$ cat src/hdl/dac_sched_pkg.sv
// Package: register map, control fields, reset values and word formatting for the DAC scheduler
package dac_sched_pkg;

  localparam int unsigned DATA_W = 32;
  localparam int unsigned ADDR_W = 8;
  localparam int unsigned CODE_W = 12;
  localparam int unsigned BYTE_W = 8;
  localparam int unsigned NUM_CH = 2;
  localparam int unsigned NUM_REGS = 7;

  // Register byte offsets
  localparam logic [ADDR_W-1:0] OFS_CONV0_DATA_HIGH = 8'h00;
  localparam logic [ADDR_W-1:0] OFS_CONV0_DATA_LOW = 8'h04;
  localparam logic [ADDR_W-1:0] OFS_CONV0_CONTROL = 8'h08;
  localparam logic [ADDR_W-1:0] OFS_CONV1_DATA_HIGH = 8'h10;
  localparam logic [ADDR_W-1:0] OFS_CONV1_DATA_LOW = 8'h14;
  localparam logic [ADDR_W-1:0] OFS_CONV1_CONTROL = 8'h18;
  localparam logic [ADDR_W-1:0] OFS_CODE_STATUS = 8'h20;

  // One-hot select positions
  localparam int unsigned SEL_HIGH = 0;
  localparam int unsigned SEL_LOW = 1;
  localparam int unsigned SEL_CTL = 2;
  localparam int unsigned SEL_PER_CH = 3;
  localparam int unsigned SEL_STATUS = 6;

  // Control register fields
  localparam int unsigned CTL_EN_BIT = 7;
  localparam int unsigned CTL_MD_HI = 4;
  localparam int unsigned CTL_MD_LO = 3;
  localparam int unsigned CTL_DF_HI = 2;
  localparam int unsigned CTL_DF_LO = 0;
  localparam logic [BYTE_W-1:0] CTL_WRITE_MASK = 8'h9f;

  // Status register: channel 1 code position
  localparam int unsigned STAT_CODE1_LO = 16;

  // Reset values
  localparam logic [BYTE_W-1:0] CTL_RESET = 8'h00;
  localparam logic [BYTE_W-1:0] DATA_RESET = 8'h00;
  localparam logic [CODE_W-1:0] CODE_RESET = 12'h000;
  localparam logic [DATA_W-1:0] RDATA_RESET = 32'h0000_0000;

  typedef enum logic [1:0] {
    MODE_ON_DEMAND = 2'b00,
    MODE_TMR3 = 2'b01,
    MODE_TMR4 = 2'b10,
    MODE_TMR2 = 2'b11
  } update_mode_e;

  // Places the 12-bit code within the high:low pair; 1xx shifts by four
  function automatic logic [CODE_W-1:0] fmt_word(input logic [BYTE_W-1:0] hi,
                                                 input logic [BYTE_W-1:0] lo,
                                                 input logic [2:0] df);
    logic [2*BYTE_W-1:0] pair;
    logic [2:0] sh;
    pair = {hi, lo};
    sh = df[2] ? 3'd4 : {1'b0, df[1:0]};
    fmt_word = CODE_W'(pair >> sh);
  endfunction

endpackage

$ cat src/hdl/apb_reg_decode.sv
// APB address decode into one-hot register selects
module apb_reg_decode
  import dac_sched_pkg::*;
(
  input wire logic [ADDR_W-1:0] paddr,
  output logic [NUM_REGS-1:0] reg_sel,
  output logic hit
);

  always_comb begin
    reg_sel = '0;
    unique case (paddr)
      OFS_CONV0_DATA_HIGH: reg_sel[SEL_HIGH] = 1'b1;
      OFS_CONV0_DATA_LOW: reg_sel[SEL_LOW] = 1'b1;
      OFS_CONV0_CONTROL: reg_sel[SEL_CTL] = 1'b1;
      OFS_CONV1_DATA_HIGH: reg_sel[SEL_PER_CH + SEL_HIGH] = 1'b1;
      OFS_CONV1_DATA_LOW: reg_sel[SEL_PER_CH + SEL_LOW] = 1'b1;
      OFS_CONV1_CONTROL: reg_sel[SEL_PER_CH + SEL_CTL] = 1'b1;
      OFS_CODE_STATUS: reg_sel[SEL_STATUS] = 1'b1;
      default: reg_sel = '0;
    endcase
    hit = |reg_sel;
  end

endmodule

$ cat src/hdl/update_select.sv
// Picks the update event of one channel from its mode field
module update_select
  import dac_sched_pkg::*;
(
  input wire logic [1:0] mode,
  input wire logic high_wr,
  input wire logic tmr2_ovf,
  input wire logic tmr3_ovf,
  input wire logic tmr4_ovf,
  output logic update,
  output logic take_new
);

  always_comb begin
    update = 1'b0;
    take_new = 1'b0;
    unique case (update_mode_e'(mode))
      MODE_ON_DEMAND: begin
        update = high_wr; // [RQ3]
        take_new = 1'b1;
      end
      MODE_TMR3: update = tmr3_ovf; // [RQ7]
      MODE_TMR4: update = tmr4_ovf; // [RQ7]
      MODE_TMR2: update = tmr2_ovf; // [RQ7]
    endcase
  end

endmodule

$ cat src/hdl/dac_update_scheduler.sv
// Two-channel DAC update scheduler with APB register access
// Notes on behaviour
// (RQ1) Each channel presents a 12-bit unsigned code, zero for lowest output, all ones for top.
// (RQ2) A channel whose enable bit is clear is shut down with its output inactive.
// (RQ3) In mode 00, the default, a high-byte write moves the staged word into the latch.
// (RQ4) In on-demand mode a low-byte write is only staged and leaves the output alone.
// (RQ5) Software wanting all 12 bits on demand writes the low byte before the high byte.
// (RQ6) For 8-bit use software sets the low byte once and then writes only the high byte.
// (RQ7) Modes 01, 10, 11 stage both bytes and copy them on timer 3, 4 or 2 overflow.
// (RQ8) The update mode is the two-bit field at control bits 4:3.
// (RQ9) The three-bit format field at control bits 2:0 picks one of five word placements.
// (RQ10) The second channel behaves like the first with its own registers.
// (RQ11) Format 000 to 011 takes 4 to 7 top bits from the high byte, 1xx takes eight.
// (RQ12) Enable is control bit 7, bits 6:5 read zero, and the control register resets to zero.
// (RQ13) After reset the staged bytes and the latch hold zero until new data is latched.
module dac_update_scheduler
  import dac_sched_pkg::*;
(
  input wire logic pclk,
  input wire logic presetn,
  input wire logic clk_en,
  input wire logic psel,
  input wire logic penable,
  input wire logic pwrite,
  input wire logic [ADDR_W-1:0] paddr,
  input wire logic [DATA_W-1:0] pwdata,
  output logic [DATA_W-1:0] prdata,
  output logic pready,
  output logic pslverr,
  input wire logic tmr2_ovf,
  input wire logic tmr3_ovf,
  input wire logic tmr4_ovf,
  output logic [CODE_W-1:0] conv0_code,
  output logic [CODE_W-1:0] conv1_code,
  output logic conv0_active,
  output logic conv1_active
);

  logic [NUM_REGS-1:0] reg_sel;
  logic hit;
  logic wr_access;
  logic [NUM_CH-1:0] hi_wr;
  logic [NUM_CH-1:0] lo_wr;
  logic [NUM_CH-1:0] ctl_wr;
  logic [NUM_CH-1:0] upd;
  logic [NUM_CH-1:0] take_new;

  logic [BYTE_W-1:0] hi_r [NUM_CH];
  logic [BYTE_W-1:0] hi_nxt [NUM_CH];
  logic [BYTE_W-1:0] lo_r [NUM_CH];
  logic [BYTE_W-1:0] lo_nxt [NUM_CH];
  logic [BYTE_W-1:0] ctl_r [NUM_CH];
  logic [BYTE_W-1:0] ctl_nxt [NUM_CH];
  logic [CODE_W-1:0] code_r [NUM_CH];
  logic [CODE_W-1:0] code_nxt [NUM_CH];

  logic [DATA_W-1:0] prdata_r;
  logic [DATA_W-1:0] prdata_nxt;
  logic ready_r;
  logic ready_nxt;
  logic [DATA_W-1:0] rd_value;

  apb_reg_decode u_decode (
    .paddr(paddr),
    .reg_sel(reg_sel),
    .hit(hit)
  );

  // Read data is loaded in the setup cycle, so the access phase answers at once
  assign pready = penable & ready_r & clk_en;
  assign pslverr = pready & ~hit;
  assign wr_access = psel & penable & pready & pwrite & hit;

  always_comb begin
    for (int ch = 0; ch < NUM_CH; ch++) begin
      hi_wr[ch] = wr_access & reg_sel[ch*SEL_PER_CH + SEL_HIGH];
      lo_wr[ch] = wr_access & reg_sel[ch*SEL_PER_CH + SEL_LOW];
      ctl_wr[ch] = wr_access & reg_sel[ch*SEL_PER_CH + SEL_CTL];
    end
  end

  for (genvar g = 0; g < NUM_CH; g++) begin : g_sel
    update_select u_update (
      .mode(ctl_r[g][CTL_MD_HI:CTL_MD_LO]),
      .high_wr(hi_wr[g]),
      .tmr2_ovf(tmr2_ovf),
      .tmr3_ovf(tmr3_ovf),
      .tmr4_ovf(tmr4_ovf),
      .update(upd[g]),
      .take_new(take_new[g])
    );
  end

  // Channel state: staging bytes, control and input latch, same for both channels [RQ10]
  always_comb begin
    for (int ch = 0; ch < NUM_CH; ch++) begin
      hi_nxt[ch] = hi_r[ch];
      lo_nxt[ch] = lo_r[ch];
      ctl_nxt[ch] = ctl_r[ch];
      code_nxt[ch] = code_r[ch];
      if (hi_wr[ch]) begin
        hi_nxt[ch] = pwdata[BYTE_W-1:0];
      end
      if (lo_wr[ch]) begin
        lo_nxt[ch] = pwdata[BYTE_W-1:0]; // [RQ4]
      end
      if (ctl_wr[ch]) begin
        ctl_nxt[ch] = pwdata[BYTE_W-1:0] & CTL_WRITE_MASK; // [RQ8] [RQ9] [RQ12]
      end
      if (upd[ch]) begin
        // On demand latches the byte being written; timer modes copy the staged pair
        if (take_new[ch]) begin
          code_nxt[ch] = fmt_word(hi_nxt[ch], lo_nxt[ch],
                                  ctl_r[ch][CTL_DF_HI:CTL_DF_LO]); // [RQ3] [RQ11]
        end else begin
          code_nxt[ch] = fmt_word(hi_r[ch], lo_r[ch],
                                  ctl_r[ch][CTL_DF_HI:CTL_DF_LO]); // [RQ7] [RQ11]
        end
      end
    end
  end

  always_ff @(posedge pclk or negedge presetn) begin
    if (!presetn) begin
      for (int ch = 0; ch < NUM_CH; ch++) begin
        hi_r[ch] <= DATA_RESET; // [RQ13]
        lo_r[ch] <= DATA_RESET; // [RQ13]
        ctl_r[ch] <= CTL_RESET; // [RQ12]
        code_r[ch] <= CODE_RESET; // [RQ13]
      end
    end else if (clk_en) begin
      for (int ch = 0; ch < NUM_CH; ch++) begin
        hi_r[ch] <= hi_nxt[ch];
        lo_r[ch] <= lo_nxt[ch];
        ctl_r[ch] <= ctl_nxt[ch];
        code_r[ch] <= code_nxt[ch];
      end
    end
  end

  // Read mux
  always_comb begin
    rd_value = '0;
    for (int ch = 0; ch < NUM_CH; ch++) begin
      if (reg_sel[ch*SEL_PER_CH + SEL_HIGH]) begin
        rd_value[BYTE_W-1:0] = hi_r[ch];
      end
      if (reg_sel[ch*SEL_PER_CH + SEL_LOW]) begin
        rd_value[BYTE_W-1:0] = lo_r[ch];
      end
      if (reg_sel[ch*SEL_PER_CH + SEL_CTL]) begin
        rd_value[BYTE_W-1:0] = ctl_r[ch] & CTL_WRITE_MASK; // [RQ12]
      end
    end
    if (reg_sel[SEL_STATUS]) begin
      rd_value[CODE_W-1:0] = code_r[0];
      rd_value[STAT_CODE1_LO +: CODE_W] = code_r[1];
    end
  end

  always_comb begin
    prdata_nxt = prdata_r;
    ready_nxt = psel & ~(penable & ready_r);
    if (psel && !ready_r) begin
      prdata_nxt = rd_value;
    end
  end

  always_ff @(posedge pclk or negedge presetn) begin
    if (!presetn) begin
      prdata_r <= RDATA_RESET;
      ready_r <= 1'b0;
    end else if (clk_en) begin
      prdata_r <= prdata_nxt;
      ready_r <= ready_nxt;
    end
  end

  assign prdata = prdata_r;
  assign conv0_code = code_r[0]; // [RQ1]
  assign conv1_code = code_r[1]; // [RQ1]
  // Active flag follows the enable bit; the code outputs are driven from the latch regardless
  assign conv0_active = ctl_r[0][CTL_EN_BIT]; // [RQ2]
  assign conv1_active = ctl_r[1][CTL_EN_BIT]; // [RQ2]
endmodule

$ cat config.mk
export PLATFORM = sky130hd
export DESIGN_NAME = dac_update_scheduler
export DESIGN_NICKNAME = d
export VERILOG_FILES = /design/src/hdl/dac_sched_pkg.sv /design/src/hdl/apb_reg_decode.sv /design/src/hdl/update_select.sv /design/src/hdl/dac_update_scheduler.sv
export SDC_FILE = /design/constraint.sdc
export NUM_CORES = 1
export LEC_CHECK = 0
export BUFFER_PORTS_ARGS = -buffer_cell sky130_fd_sc_hd__buf_4
export CORE_ASPECT_RATIO = 1.4
export CORE_MARGIN = 2
export CORE_UTILIZATION = 56
export DETAILED_ROUTE_END_ITERATION = 8
export HOLD_SLACK_MARGIN = 0.15
export PLACE_DENSITY_LB_ADDON = 0.08
export SYNTH_ARGS = -nofsm -noshare
export SYNTH_HDL_FRONTEND = slang
export SYNTH_HIERARCHICAL = 1
export SYNTH_SLANG_ARGS = --single-unit
$ cat constraint.sdc
create_clock -name pclk -period 2.7 [get_ports pclk]
set_clock_uncertainty 0.05 [all_clocks]
set_input_delay 0.135 -clock pclk [delete_from_list [all_inputs] [get_ports pclk]]
set_output_delay 0.135 -clock pclk [all_outputs]
set_load 0.05 [all_outputs]
# Yosys cells after proc, flatten, opt, wreduce, memory -nomap -nowiden

Index checks and enable logic that the tools add are counted.

Register bits after elaboration: 93
Bits of input ports: 49
Output and inout bits: 60
Word-level logic and storage cells: 80

Equality and inequality tests: 12
Shift operators: 4
Muxes and demuxes: 27
Bitwise logic cells: 16
Reductions and logical operators: 11

Operator list:

| kind               | number |
|---|---|
| $mux 8             | 10 |
| $shr 16x3->12      | 4 |
| $mux 12            | 4 |
| $eq 8x5->1 const B | 3 |
| $and 1x1->1        | 14 |
| $reduce_and 2->1   | 5 |
| $mux 1             | 9 |
| $eq 2x2->1 const B | 4 |
| $eq 8x3->1 const B | 1 |
| $eq 8x4->1 const B | 1 |
| $eq 8x6->1 const B | 1 |
| $logic_not 8->1    | 1 |
| $pmux 1 s4         | 2 |
| $reduce_or 7->1    | 1 |
| $mux 3             | 2 |
| $eq 2x1->1 const B | 2 |
| $logic_not 2->1    | 2 |
| $not 1->1          | 2 |
| $logic_and 1x1->1  | 1 |
| $logic_not 1->1    | 1 |

# Depth between registers and ports, before layout

Gate-level depths: netlist of run 1.

Word-level depth: 9
Depth in mapped cells: 12
Mapped depth without buffers: 12

# By module

The synthesis of run 1 kept the hierarchy.

Modules (own cells, without submodules):

| module               | times used | cells an instance | area an instance (sq um) | seq. area each (sq um) |
|---|---|---|---|---|
| dac_update_scheduler | 1          | 545               | 5541.6                   | 2327.2 |
| apb_reg_decode       | 1          | 17                | 122.6                    | 0.0 |
| update_select        | 2          | 2                 | 26.3                     | 0.0 |

# Worst setup path after synthesis of run 1

OpenSTA, ideal clock, no wires.

Path type: input port to flip-flop
From: input paddr[5]
To: register code_r, in the netlist conv1_code[4]
Setup time: 0.121 ns
Arrival: 2.401 ns
Required time: 2.529 ns
Setup slack: 0.128 ns
Stages on the path: 9
Path buffers: 2
Cell sequence: or4b_1 -> nor2_1 -> inv_1 -> or4_1 -> buf_2 -> buf_6 -> mux4_2 -> nor3_1 -> nor2_1

Longest elaborated chain between the ends: 8
Elaborated cells on any way between the ends: 24
Those cells by class: eq/ne (6); shift (1); mux (11); bitwise (3); reduce/logical (3)

RTL lines:

| item                                  | RTL line                                                 | source |
|---|---|---|
| from (decl)                           | dac_update_scheduler.sv:25                               | `input wire logic [ADDR_W-1:0] paddr,` |
| $eq 8x5->1 *                          | apb_reg_decode.sv:12                                     | `unique case (paddr)` |
| $mux 1 *                              | apb_reg_decode.sv:12                                     |  |
| via reg_sel[4]                        | dac_update_scheduler.sv:39                               | `logic [NUM_REGS-1:0] reg_sel;` |
| $reduce_or 7->1                       | apb_reg_decode.sv:22                                     | `hit = \|reg_sel;` |
| $and 1x1->1                           | dac_update_scheduler.sv:72                               | `assign wr_access = psel & penable & pready & pwrite & hit;` |
| $and 1x1->1, on equally long branches | dac_update_scheduler.sv:77, dac_update_scheduler.sv:76   |  |
| $mux 8, on equally long branches      | dac_update_scheduler.sv:104, dac_update_scheduler.sv:101 |  |
| $shr 16x3->12                         | dac_sched_pkg.sv:59                                      | `fmt_word = CODE_W'(pair >> sh);` |
| $mux 12                               | dac_update_scheduler.sv:112                              | `if (take_new[ch]) begin` |
| to (signal, indexed assignment)       | dac_update_scheduler.sv:136                              | `code_r[ch] <= code_nxt[ch];` |
| to (decl)                             | dac_update_scheduler.sv:54                               | `logic [CODE_W-1:0] code_r [NUM_CH];` |

Mark *: on every way through the listed nets, which the timed path passes. The rest lies on a longest branch.
A chain may end at the register's enable or synchronous reset.

# Worst setup path in the final report of run 1

From: input paddr[1]
To: register code_r, in the netlist conv1_code[2]

Elaborated cells on any way between the ends: 24
Those cells by class: eq/ne (6); shift (1); mux (11); bitwise (3); reduce/logical (3)

RTL lines:

| item                                | RTL line                   | source |
|---|---|---|
| $eq 8x3->1 (tied with other cells)  | apb_reg_decode.sv:12       |  |
| $mux 1                              | apb_reg_decode.sv:12       |  |
| $reduce_or 7->1 *                   | apb_reg_decode.sv:22       |  |
| via hit                             | dac_update_scheduler.sv:40 | `logic hit;` |
| $and 1x1->1 *                       | dac_update_scheduler.sv:72 |  |
| $and 1x1->1 *                       | dac_update_scheduler.sv:76 | `hi_wr[ch] = wr_access & reg_sel[ch*SEL_PER_CH + SEL_HIGH];` |
| via hi_wr[1]                        | dac_update_scheduler.sv:42 | `logic [NUM_CH-1:0] hi_wr;` |
| $pmux 1 s4 *                        | update_select.sv:17        | `unique case (update_mode_e'(mode))` |
| via upd[1]                          | dac_update_scheduler.sv:45 | `logic [NUM_CH-1:0] upd;` |
| $reduce_and 2->1 (no source line) * | --                         |  |

Marked as above.

==> impl_metrics.py, run 1 <==
metrics = {
    "global_route": {
        "grt_pass1_wl_mm": 24.6,
        "antenna_found_initial": 0,
        "grt_pass1_vias": 4594,
        "grt_max_degree": 94,
        "grt.total_usage": 0.299,
        "overflow": 0,
    },
    "worst_setup_path": {
        "crit_fanout": 5,
        "crit_arrival_ns": 2.51,
        "required_ns": 2.89,
        "cpPeakStageDelay_ns": 0.30,
        "critical_path.endpoint_type": "flop",
        "cp_cell_sequence": "buf_4 > nor4_1 > o21a_1 > nand3_1 > nor2_1 > nand2_1 > inv_1 > mux4_2 > nand2_1 > nor2_1 > nand2_1 > o22ai_1 > nor2_1",
        "start_kind": "primary input",
        "crit_type": "primary input to flop",
        "slowest_stage": "nor4_1",
    },
    "synthesis": {
        "syn_area_per_cell_um2": 10.1,
        "synthTopCellsByArea": "dfrtp_1 41%, mux2_2 10%, mux4_2 8.7%",
        "synth_top_area_cell": "dfrtp_1",
        "synth.top_cell.area_share": 0.407,
        "synth-seq-cells": 93,
        "synth_edf_count": 0,
        "netlist_area_mm2": 0.00572,
        "async_flop_share": 1.00,
        "synthFlopType": "dfrtp_1",
        "yosys_warnings": 6,
        "synthCells": 566,
        "yosysSeqAreaShare": 0.407,
        "synthDistinctLibCells": 53,
    },
    "placed_design": {
        "port_buffers": 76,
        "place.gp.congestion": 0.970,
        "dp_hpwl_mm": 11.7,
        "dp_cells": 769,
    },
    "sta": {
        "relSlewSlack": 0.593,
        "drv_slew": 0,
        "tns_ns": 0,
        "final_hold_viol_count": 0,
        "period_needed_ns": 2.32,
        "rsz0062_at_grt": "no",
        "period_share": 0.860,
        "finalSetupViolCount": 0,
        "hold_slack_ns": 0.174,
        "timing.fmax_ghz": 0.431,
        "worst_slew_pin_slew_ns": 0.610,
    },
    "clock_tree": {
        "htree_num_levels": 3,
        "numCtsBuffers": 9,
        "cts_sinks": 93,
        "clockBufferDepth": 2,
        "cts_tree": "yes",
        "cts_resized": 0,
        "clkTransAtPathRegs_ns": 0.07,
        "clockRootBuffer": "clkbuf_16",
        "clk_latency_ns": 0.35,
    },
    "floorplan": {
        "die_h_um": 124,
        "dieArea_mm2": 0.0110,
        "std_cell_rows": 43,
        "start_util": 0.577,
        "die_w_um": 89.4,
        "coreArea_mm2": 0.00990,
        "ios": 109,
    },
    "finish": {
        "final_common_cell": "buf_4",
        "nets": 703,
        "syn_to_final_growth_pct": 20.0,
        "drive_gt1_frac": 0.307,
        "nFillCells": 810,
        "fin_cells": 793,
        "n_antenna_cell": 0,
        "layout_common_cells": "108 x buf_4, 93 x dfrtp_1, 81 x nand2_1",
    },
    "pwr": {
        "ir_drop_v": 0.000345,
        "power.density_mw_per_mm2": 430,
        "p_leak_nw": 3.27,
    },
    "run_status": {
        "status": "completed",
    },
    "drt": {
        "drc_errors": 0,
        "via_per_inst": 6.20,
        "antenna_left": 0,
        "avgRoutedWirePerCell_um": 20.0,
        "wirelength_mm": 15.9,
        "via_count": 4917,
        "drtPass1Iterations": 7,
        "drtIter0Drc": 424,
    },
    "run": {
        "maxCapViolCount": 0,
    },
    "hold_path": {
        "hp-class": "primary input to flop",
    },
}
## metal layers
layer  vias to the layer above  GRT usage  wire length, um
li1                       2262          -                -
met2                       239      0.479             7760
met3                        28     0.0507             1050
met1                      2388      0.421             6800
met4                         0     0.0821              274
met5                         -          0                0
## metrics by stage
step,power [W],setup slack [ns],cell area [um2],utilization
final,0.00295,0.379,6860,0.693
after global routing,0.00305,0.0654,6860,0.693
after CTS,0.00296,0.398,6850,0.692
after detailed placement,0.00180,0.0423,6500,0.657
after global placement,0.00179,0.0572,6500,0.657
after floorplan,0.00166,0.128,5740,-
## flip-flops by register name, indices dropped and copies added, names as in the netlist
register,cells
ctl_r,10
conv0_active,1
prdata,24
conv1_code,12
conv1_active,1
hi_r,16
conv0_code,12
lo_r,16
ready_r,1
## path summary, 6_finish.rpt
check                      startpoint             end  slack (ns)  cells after the start
max reg2reg                   ready_r  conv0_code[10]        0.38                      9
min reg2reg                prdata[11]      prdata[11]        0.42                      2
min                         pwdata[3]        hi_r[11]        0.17                      2
max                          paddr[1]   conv1_code[2]        0.38                     13
max in group asynchronous     presetn        ctl_r[8]        1.90                      3
min in group asynchronous     presetn   conv1_code[8]        0.32                      3
## cells in the mapped netlist, drive strengths merged (7+ instances only)
cell type  instances
dfrtp             93
o22ai             15
inv               10
mux4              22
a221oi            10
nand2             81
nor2b             10
nor3               7
mux2              52
nor2              45
mux2i             37
clkbuf            30
o21ai             22
nand3             26
a21oi             13
buf               18
## where the power goes
group | total, W | switching (W) | internal [W]
Clock | 0.00117 | 0.000544 | 0.000622
Sequential | 0.00144 | 0.0000174 | 0.00142
Combinational | 0.000350 | 0.000244 | 0.000106
## worst max-delay path: cells and delay by family
kind            cells  cell delay [ns]
buf+inv             2             0.19
simple gates        8             1.41
compound gates      2             0.50
mux                 1             0.27
## kinds of logic after synthesis
family,Yosys count,share of synthesized area
DFF,93,0.407
buffers and inverters,58,0.0484
muxes,111,0.254
AOI/OAI and AO/OA,99,0.118
other,1,0.000656
and+or+nand+nor,204,0.172
## what timing repair did
action / in CTS / in global routing
setup buffers: 0 / 0
hold buffers: 8 / 1
hold endpoints to repair: 114 / 1
## layout make-up
class	instances	area (um2)	area share
multi-input combinational	422	3140	0.458
tap	135	169	0.0246
clock inverter	5	37.5	0.00547
sequential	93	2330	0.339
timing repair buffer	118	921	0.134
inverter	10	37.5	0.00547
clock buffer	10	229	0.0334
Power figures use the tool's default switching activity.
==> run 2: changes to the inputs <==
--- a/config.mk
+++ b/config.mk
@@ -5,13 +5,14 @@
 export SDC_FILE = /design/constraint.sdc
 export NUM_CORES = 1
 export LEC_CHECK = 0
-export BUFFER_PORTS_ARGS = -buffer_cell sky130_fd_sc_hd__buf_4
+export BUFFER_PORTS_ARGS = -buffer_cell sky130_fd_sc_hd__buf_2
 export CORE_ASPECT_RATIO = 1.4
 export CORE_MARGIN = 2
 export CORE_UTILIZATION = 56
 export DETAILED_ROUTE_END_ITERATION = 8
 export HOLD_SLACK_MARGIN = 0.15
 export PLACE_DENSITY_LB_ADDON = 0.08
+export SLEW_MARGIN = 10
 export SYNTH_ARGS = -nofsm -noshare
 export SYNTH_HDL_FRONTEND = slang
 export SYNTH_HIERARCHICAL = 1
==> run 2 against run 1 <==
Against the previous run: non-clock buffer count down 8; sequential cell count is the same; global-route usage increased by 0.47 points.
==> impl_metrics.py, run 2 (same netlist as run 1, synthesis figures left out) <==
metrics = {
    "drt": {
        "drc_errors": 0,
        "wl_met3_um": 904,
        "wirelength_mm": 15.7,
        "antenna_left": 0,
        "drtPass1Iterations": 7,
        "avgRoutedWirePerCell_um": 19.9,
        "via_per_inst": 6.21,
        "topRoutingLayerUsed": "met4",
        "drtIter0Drc": 457,
        "wl_met2_mm": 7.42,
        "via_count": 4884,
        "wl_met1_mm": 6.99,
    },
    "sta": {
        "relSlewSlack": 0.598,
        "finalSetupViolCount": 0,
        "period_share": 0.923,
        "rsz0062_at_grt": "no",
        "drv_slew": 0,
        "worst_slew_pin_slew_ns": 0.603,
        "final_hold_viol_count": 0,
        "period_needed_ns": 2.49,
        "hold_slack_ns": 0.243,
        "tns_ns": 0,
        "timing.fmax_ghz": 0.401,
    },
    "worst_setup_path": {
        "r2r_start": "ready_r",
        "start_kind": "flop",
        "crit_fanout": 12,
        "cp_cell_sequence": "nand3_2 > nor2_1 > buf_4 > nand2_1 > inv_1 > mux4_2 > nand2_1 > nand2_1 > nand2_1 > nor2_1 > a211oi_1",
        "r2r-end": "conv0_code[10]",
        "slowest_stage": "mux4_2",
        "cpPeakStageDelay_ns": 0.49,
        "reg2reg_slack_ns": 0.21,
        "crit_arrival_ns": 2.70,
        "required_ns": 2.90,
        "crit_type": "flop to flop",
        "critical_path.endpoint_type": "flop",
        "cp.buffers_inverters": 2,
        "crit_family": "simple AND/OR/NAND/NOR gates",
        "rr_worst_depth": 11,
        "crit_top_cell": "nand2_1",
    },
    "global_route": {
        "grt_pass1_vias": 4593,
        "antenna_found_initial": 0,
        "overflow": 0,
        "grt_max_degree": 43,
        "grt_pass1_wl_mm": 25.2,
        "grt.total_usage": 0.304,
    },
    "hold_path": {
        "min_to": "ctl_r[10]",
        "hp-start": "pwdata[2]",
        "hp-class": "primary input to flop",
        "min_path_cells": 2,
    },
    "finish": {
        "largest_reg_flops": 24,
        "nets": 695,
        "fin_cells": 786,
        "layout_common_cells": "93 x dfrtp_1, 81 x nand2_1, 75 x buf_2",
        "syn_to_final_growth_pct": 15.6,
        "n_antenna_cell": 0,
        "drive_gt1_frac": 0.307,
        "nFillCells": 839,
        "final_common_cell": "dfrtp_1",
    },
    "floorplan": {
        "die_h_um": 124,
        "coreArea_mm2": 0.00990,
        "std_cell_rows": 43,
        "ios": 109,
        "dieArea_mm2": 0.0110,
        "start_util": 0.577,
        "die_w_um": 89.4,
    },
    "clock_tree": {
        "cts_resized": 0,
        "clockBufferDepth": 2,
        "cts_tree": "yes",
        "clk_latency_ns": 0.35,
        "numCtsBuffers": 9,
        "htree_num_levels": 3,
        "cts_sinks": 93,
        "clkTransAtPathRegs_ns": 0.07,
        "clockRootBuffer": "clkbuf_16",
    },
    "placed_design": {
        "dp_hpwl_mm": 11.6,
        "place.gp.congestion": 0.971,
        "dp_cells": 766,
        "port_buffers": 76,
    },
    "pwr": {
        "power.density_mw_per_mm2": 445,
        "p_leak_nw": 3.22,
        "ir_drop_v": 0.000354,
        "power_w": 0.00295,
    },
    "run": {
        "maxCapViolCount": 0,
    },
    "run_status": {
        "status": "completed",
    },
}
## run 2: worst max-delay path by stage
stage	slack (ns)	end	startpoint	cells past startpoint
floorplan	0.13	conv1_code[4]	paddr[5]	9
global placement	0.07	conv1_code[1]	paddr[5]	9
detailed placement	0.03	conv1_code[2]	paddr[5]	9
CTS	0.24	conv0_code[10]	ready_r	10
global route	0.11	conv0_code[10]	ready_r	10
finish	0.21	conv0_code[10]	ready_r	11
## run 2: per-layer routing
metal	vias to the layer above	track usage
met2	204	0.472
met3	24	0.0401
li1	2245	-
met1	2411	0.445
met4	0	0.0914
met5	-	0
## run 2: cell type report
| cell class | count | area [um2] | area share |
|---|---|---|---|
| Clock buffer | 11 | 243 | 0.0367 |
| Clock inverter | 5 | 35.0 | 0.00530 |
| Inverter | 10 | 37.5 | 0.00568 |
| Multi-Input combinational cell | 422 | 3140 | 0.475 |
| Sequential cell | 93 | 2330 | 0.352 |
| Tap cell | 135 | 169 | 0.0255 |
| Timing Repair Buffer | 110 | 661 | 0.0999 |
## run 2: worst register-to-register path, stage by stage (launching register included)
cell and delay, ns:
dfrtp_1 0.46, nand3_2 0.14, nor2_1 0.05, buf_4 0.15
nand2_1 0.10, inv_1 0.04, mux4_2 0.49, nand2_1 0.37
nand2_1 0.18, nand2_1 0.09, nor2_1 0.05, a211oi_1 0.21
## run 2: power breakdown
group	internal (W)	total, W	switching, W
Clock	0.000651	0.00119	0.000542
Sequential	0.00142	0.00143	0.0000152
Combinational	0.0000747	0.000319	0.000244
Total	0.00214	0.00295	0.000801
## run 2: repair_timing
item / CTS / global route
hold buffers: 4 / 0
setup buffers: 0 / 0
endpoints found under the hold margin: 41 / 0
## run 2: metrics by stage
step / setup slack (ns) / util / area, um2
detailed placement: 0.0260 / 0.636 / 6290
global placement: 0.0652 / 0.636 / 6290
floorplan: 0.128 / - / 5740
global route: 0.112 / 0.668 / 6610
finish: 0.209 / 0.668 / 6610
CTS: 0.244 / 0.668 / 6610
==> run 3: changes to the inputs <==
--- a/config.mk
+++ b/config.mk
@@ -12,6 +12,7 @@
 export DETAILED_ROUTE_END_ITERATION = 8
 export HOLD_SLACK_MARGIN = 0.15
 export PLACE_DENSITY_LB_ADDON = 0.08
+export REMOVE_ABC_BUFFERS = 1
 export SLEW_MARGIN = 10
 export SYNTH_ARGS = -nofsm -noshare
 export SYNTH_HDL_FRONTEND = slang
==> run 3 against run 2 <==
Against the previous run: maximum frequency increased by 2.5%; global-route usage increased by 2.0 points; sequential power about the same; combinational power increased by 3%; cell area increased by 1.1%; sequential cell count unchanged; first-iteration DRC count decreased by 14%; critical path depth decreased by 2; wire length increased by 9.1%; cell count increased by 0.25%; sequential share of layout area decreased by 0.37 points; critical endpoint is now conv1_code[1]; largest cell class unchanged; largest power group unchanged; highest routed layer unchanged.
==> impl_metrics.py, run 3 (same netlist as run 1, synthesis figures left out) <==
metrics = {
    "run_status": {
        "status": "completed",
    },
    "sta": {
        "rsz0062_at_grt": "no",
        "final_hold_viol_count": 0,
        "drv_slew": 0,
        "period_needed_ns": 2.43,
        "tns_ns": 0,
        "relSlewSlack": 0.576,
        "timing.fmax_ghz": 0.411,
        "finalSetupViolCount": 0,
        "period_share": 0.900,
        "worst_slew_pin_slew_ns": 0.637,
        "setup_ws_ns": 0.269,
    },
    "placed_design": {
        "dp_hpwl_mm": 12.4,
        "dpl_worst_slack_ns": -0.0440,
        "place.gp.congestion": 1.01,
        "port_buffers": 76,
        "dp_cells": 768,
    },
    "finish": {
        "final_common_cell": "dfrtp_1",
        "syn_to_final_growth_pct": 16.9,
        "n_antenna_cell": 0,
        "nets": 697,
        "drive_gt1_frac": 0.311,
        "fin_cells": 788,
        "layout_common_cells": "93 x dfrtp_1, 81 x nand2_1, 75 x buf_2",
        "largest_reg_flops": 24,
        "nFillCells": 813,
    },
    "pwr": {
        "power_frac_seq": 0.453,
        "intPower_w": 0.00234,
        "swShare": 0.263,
        "ir_drop_v": 0.000318,
        "switchingPower_w": 0.000834,
        "pwr-share-clk": 0.444,
        "p_leak_nw": 3.26,
        "combinationalPowerShare": 0.103,
        "power.density_mw_per_mm2": 475,
    },
    "drt": {
        "via_per_inst": 6.37,
        "drc_errors": 0,
        "via_count": 5019,
        "avgRoutedWirePerCell_um": 21.7,
        "drtIter0Drc": 394,
        "antenna_left": 0,
        "drtPass1Iterations": 4,
        "wirelength_mm": 17.1,
    },
    "global_route": {
        "antenna_found_initial": 0,
        "grt.total_usage": 0.324,
        "grt_pass1_wl_mm": 26.4,
        "grt_max_degree": 48,
        "overflow": 0,
        "grt_pass1_vias": 5030,
    },
    "clock_tree": {
        "cts_hold_buf": 4,
        "numCtsBuffers": 9,
        "htree_num_levels": 3,
        "cts_setup_buffers": 0,
        "clkTransAtPathRegs_ns": 0.07,
        "cts_sinks": 93,
        "clockRootBuffer": "clkbuf_16",
        "clockBufferDepth": 2,
        "cts_resized": 0,
        "cts_tree": "yes",
        "clk_latency_ns": 0.34,
    },
    "floorplan": {
        "ios": 109,
        "coreArea_mm2": 0.00990,
        "dieArea_mm2": 0.0110,
        "start_util": 0.577,
        "die_h_um": 124,
        "std_cell_rows": 43,
        "die_w_um": 89.4,
    },
    "worst_setup_path": {
        "crit_fanout": 9,
        "reg2reg_slack_ns": 0.30,
        "critical_path.endpoint_type": "flop",
        "crit_arrival_ns": 2.60,
        "crit_type": "primary input to flop",
        "required_ns": 2.87,
        "start_kind": "primary input",
    },
    "run": {
        "maxCapViolCount": 0,
    },
    "hold_path": {
        "hp-class": "primary input to flop",
    },
}
[run 3: cell count changes in the layout (fill, tap and decap cells not counted), sizes merged]
cell | before | now
clkinv | 3 | 1
clkbuf | 11 | 10
inv | 11 | 12
bufinv | 0 | 2
buf | 106 | 108
[run 3: critical path: stages]
cell and delay, ns:
buf_2 0.12, or4b_1 0.58, nor2_1 0.19, inv_1 0.07
or4_1 0.53, buf_4 0.20, mux4_2 0.42, mux2i_1 0.24
a21oi_1 0.11
[run 3: path summary, 6_finish.rpt]
| check | endpoint | startpoint | depth (start not counted) |
|---|---|---|---|
| setup / recovery | conv1_code[1] | paddr[5] | 9 |
| hold / removal | hi_r[14] | pwdata[6] | 2 |
| setup reg to reg | conv1_code[4] | ready_r | 10 |
| hold reg to reg | prdata[24] | prdata[24] | 2 |
| max in group asynchronous | prdata[8] | presetn | 3 |
| min in group asynchronous | conv1_code[10] | presetn | 2 |
[run 3: power groups by stage]
stage / Clock (W) / Combinational [W] / Sequential (W)
6_report: 0.00141 / 0.000327 / 0.00144
5_1_grt: 0.00148 / 0.000345 / 0.00144
4_1_cts: 0.00142 / 0.000325 / 0.00144
3_5_place_dp: 0 / 0.000318 / 0.00146
3_3_place_gp: 0 / 0.000312 / 0.00146
2_1_floorplan: 0 / 0.0000934 / 0.00154
[run 3: per-stage QoR]
stage	cell area, um2	power (W)	hold WS [ns]	utilization
floorplan	5500	0.00164	-0.211	-
CTS	6680	0.00318	0.228	0.675
global route	6680	0.00327	0.249	0.675
finish	6680	0.00317	0.262	0.675
detailed placement	6310	0.00178	0.145	0.637
global placement	6310	0.00178	0.128	0.637
[run 3: final cells by class]
type                    count  area [um2]  area share
clock inverters             6        93.8      0.0140
multi-input cells         422        3140       0.470
clock buffers              10         239      0.0358
flip-flops and latches     93        2330       0.348
inverters                  10        37.5     0.00562
well taps                 135         169      0.0253
repair buffers            112         676       0.101
[run 3: per-layer routing]
metal / GRT usage / up-vias / part of all wire
met2: 0.546 / 276 / 0.51
met1: 0.375 / 2434 / 0.36
met5: 0 / - / 0
met4: 0.213 / 0 / 0.063
li1: - / 2235 / -
met3: 0.0461 / 74 / 0.066
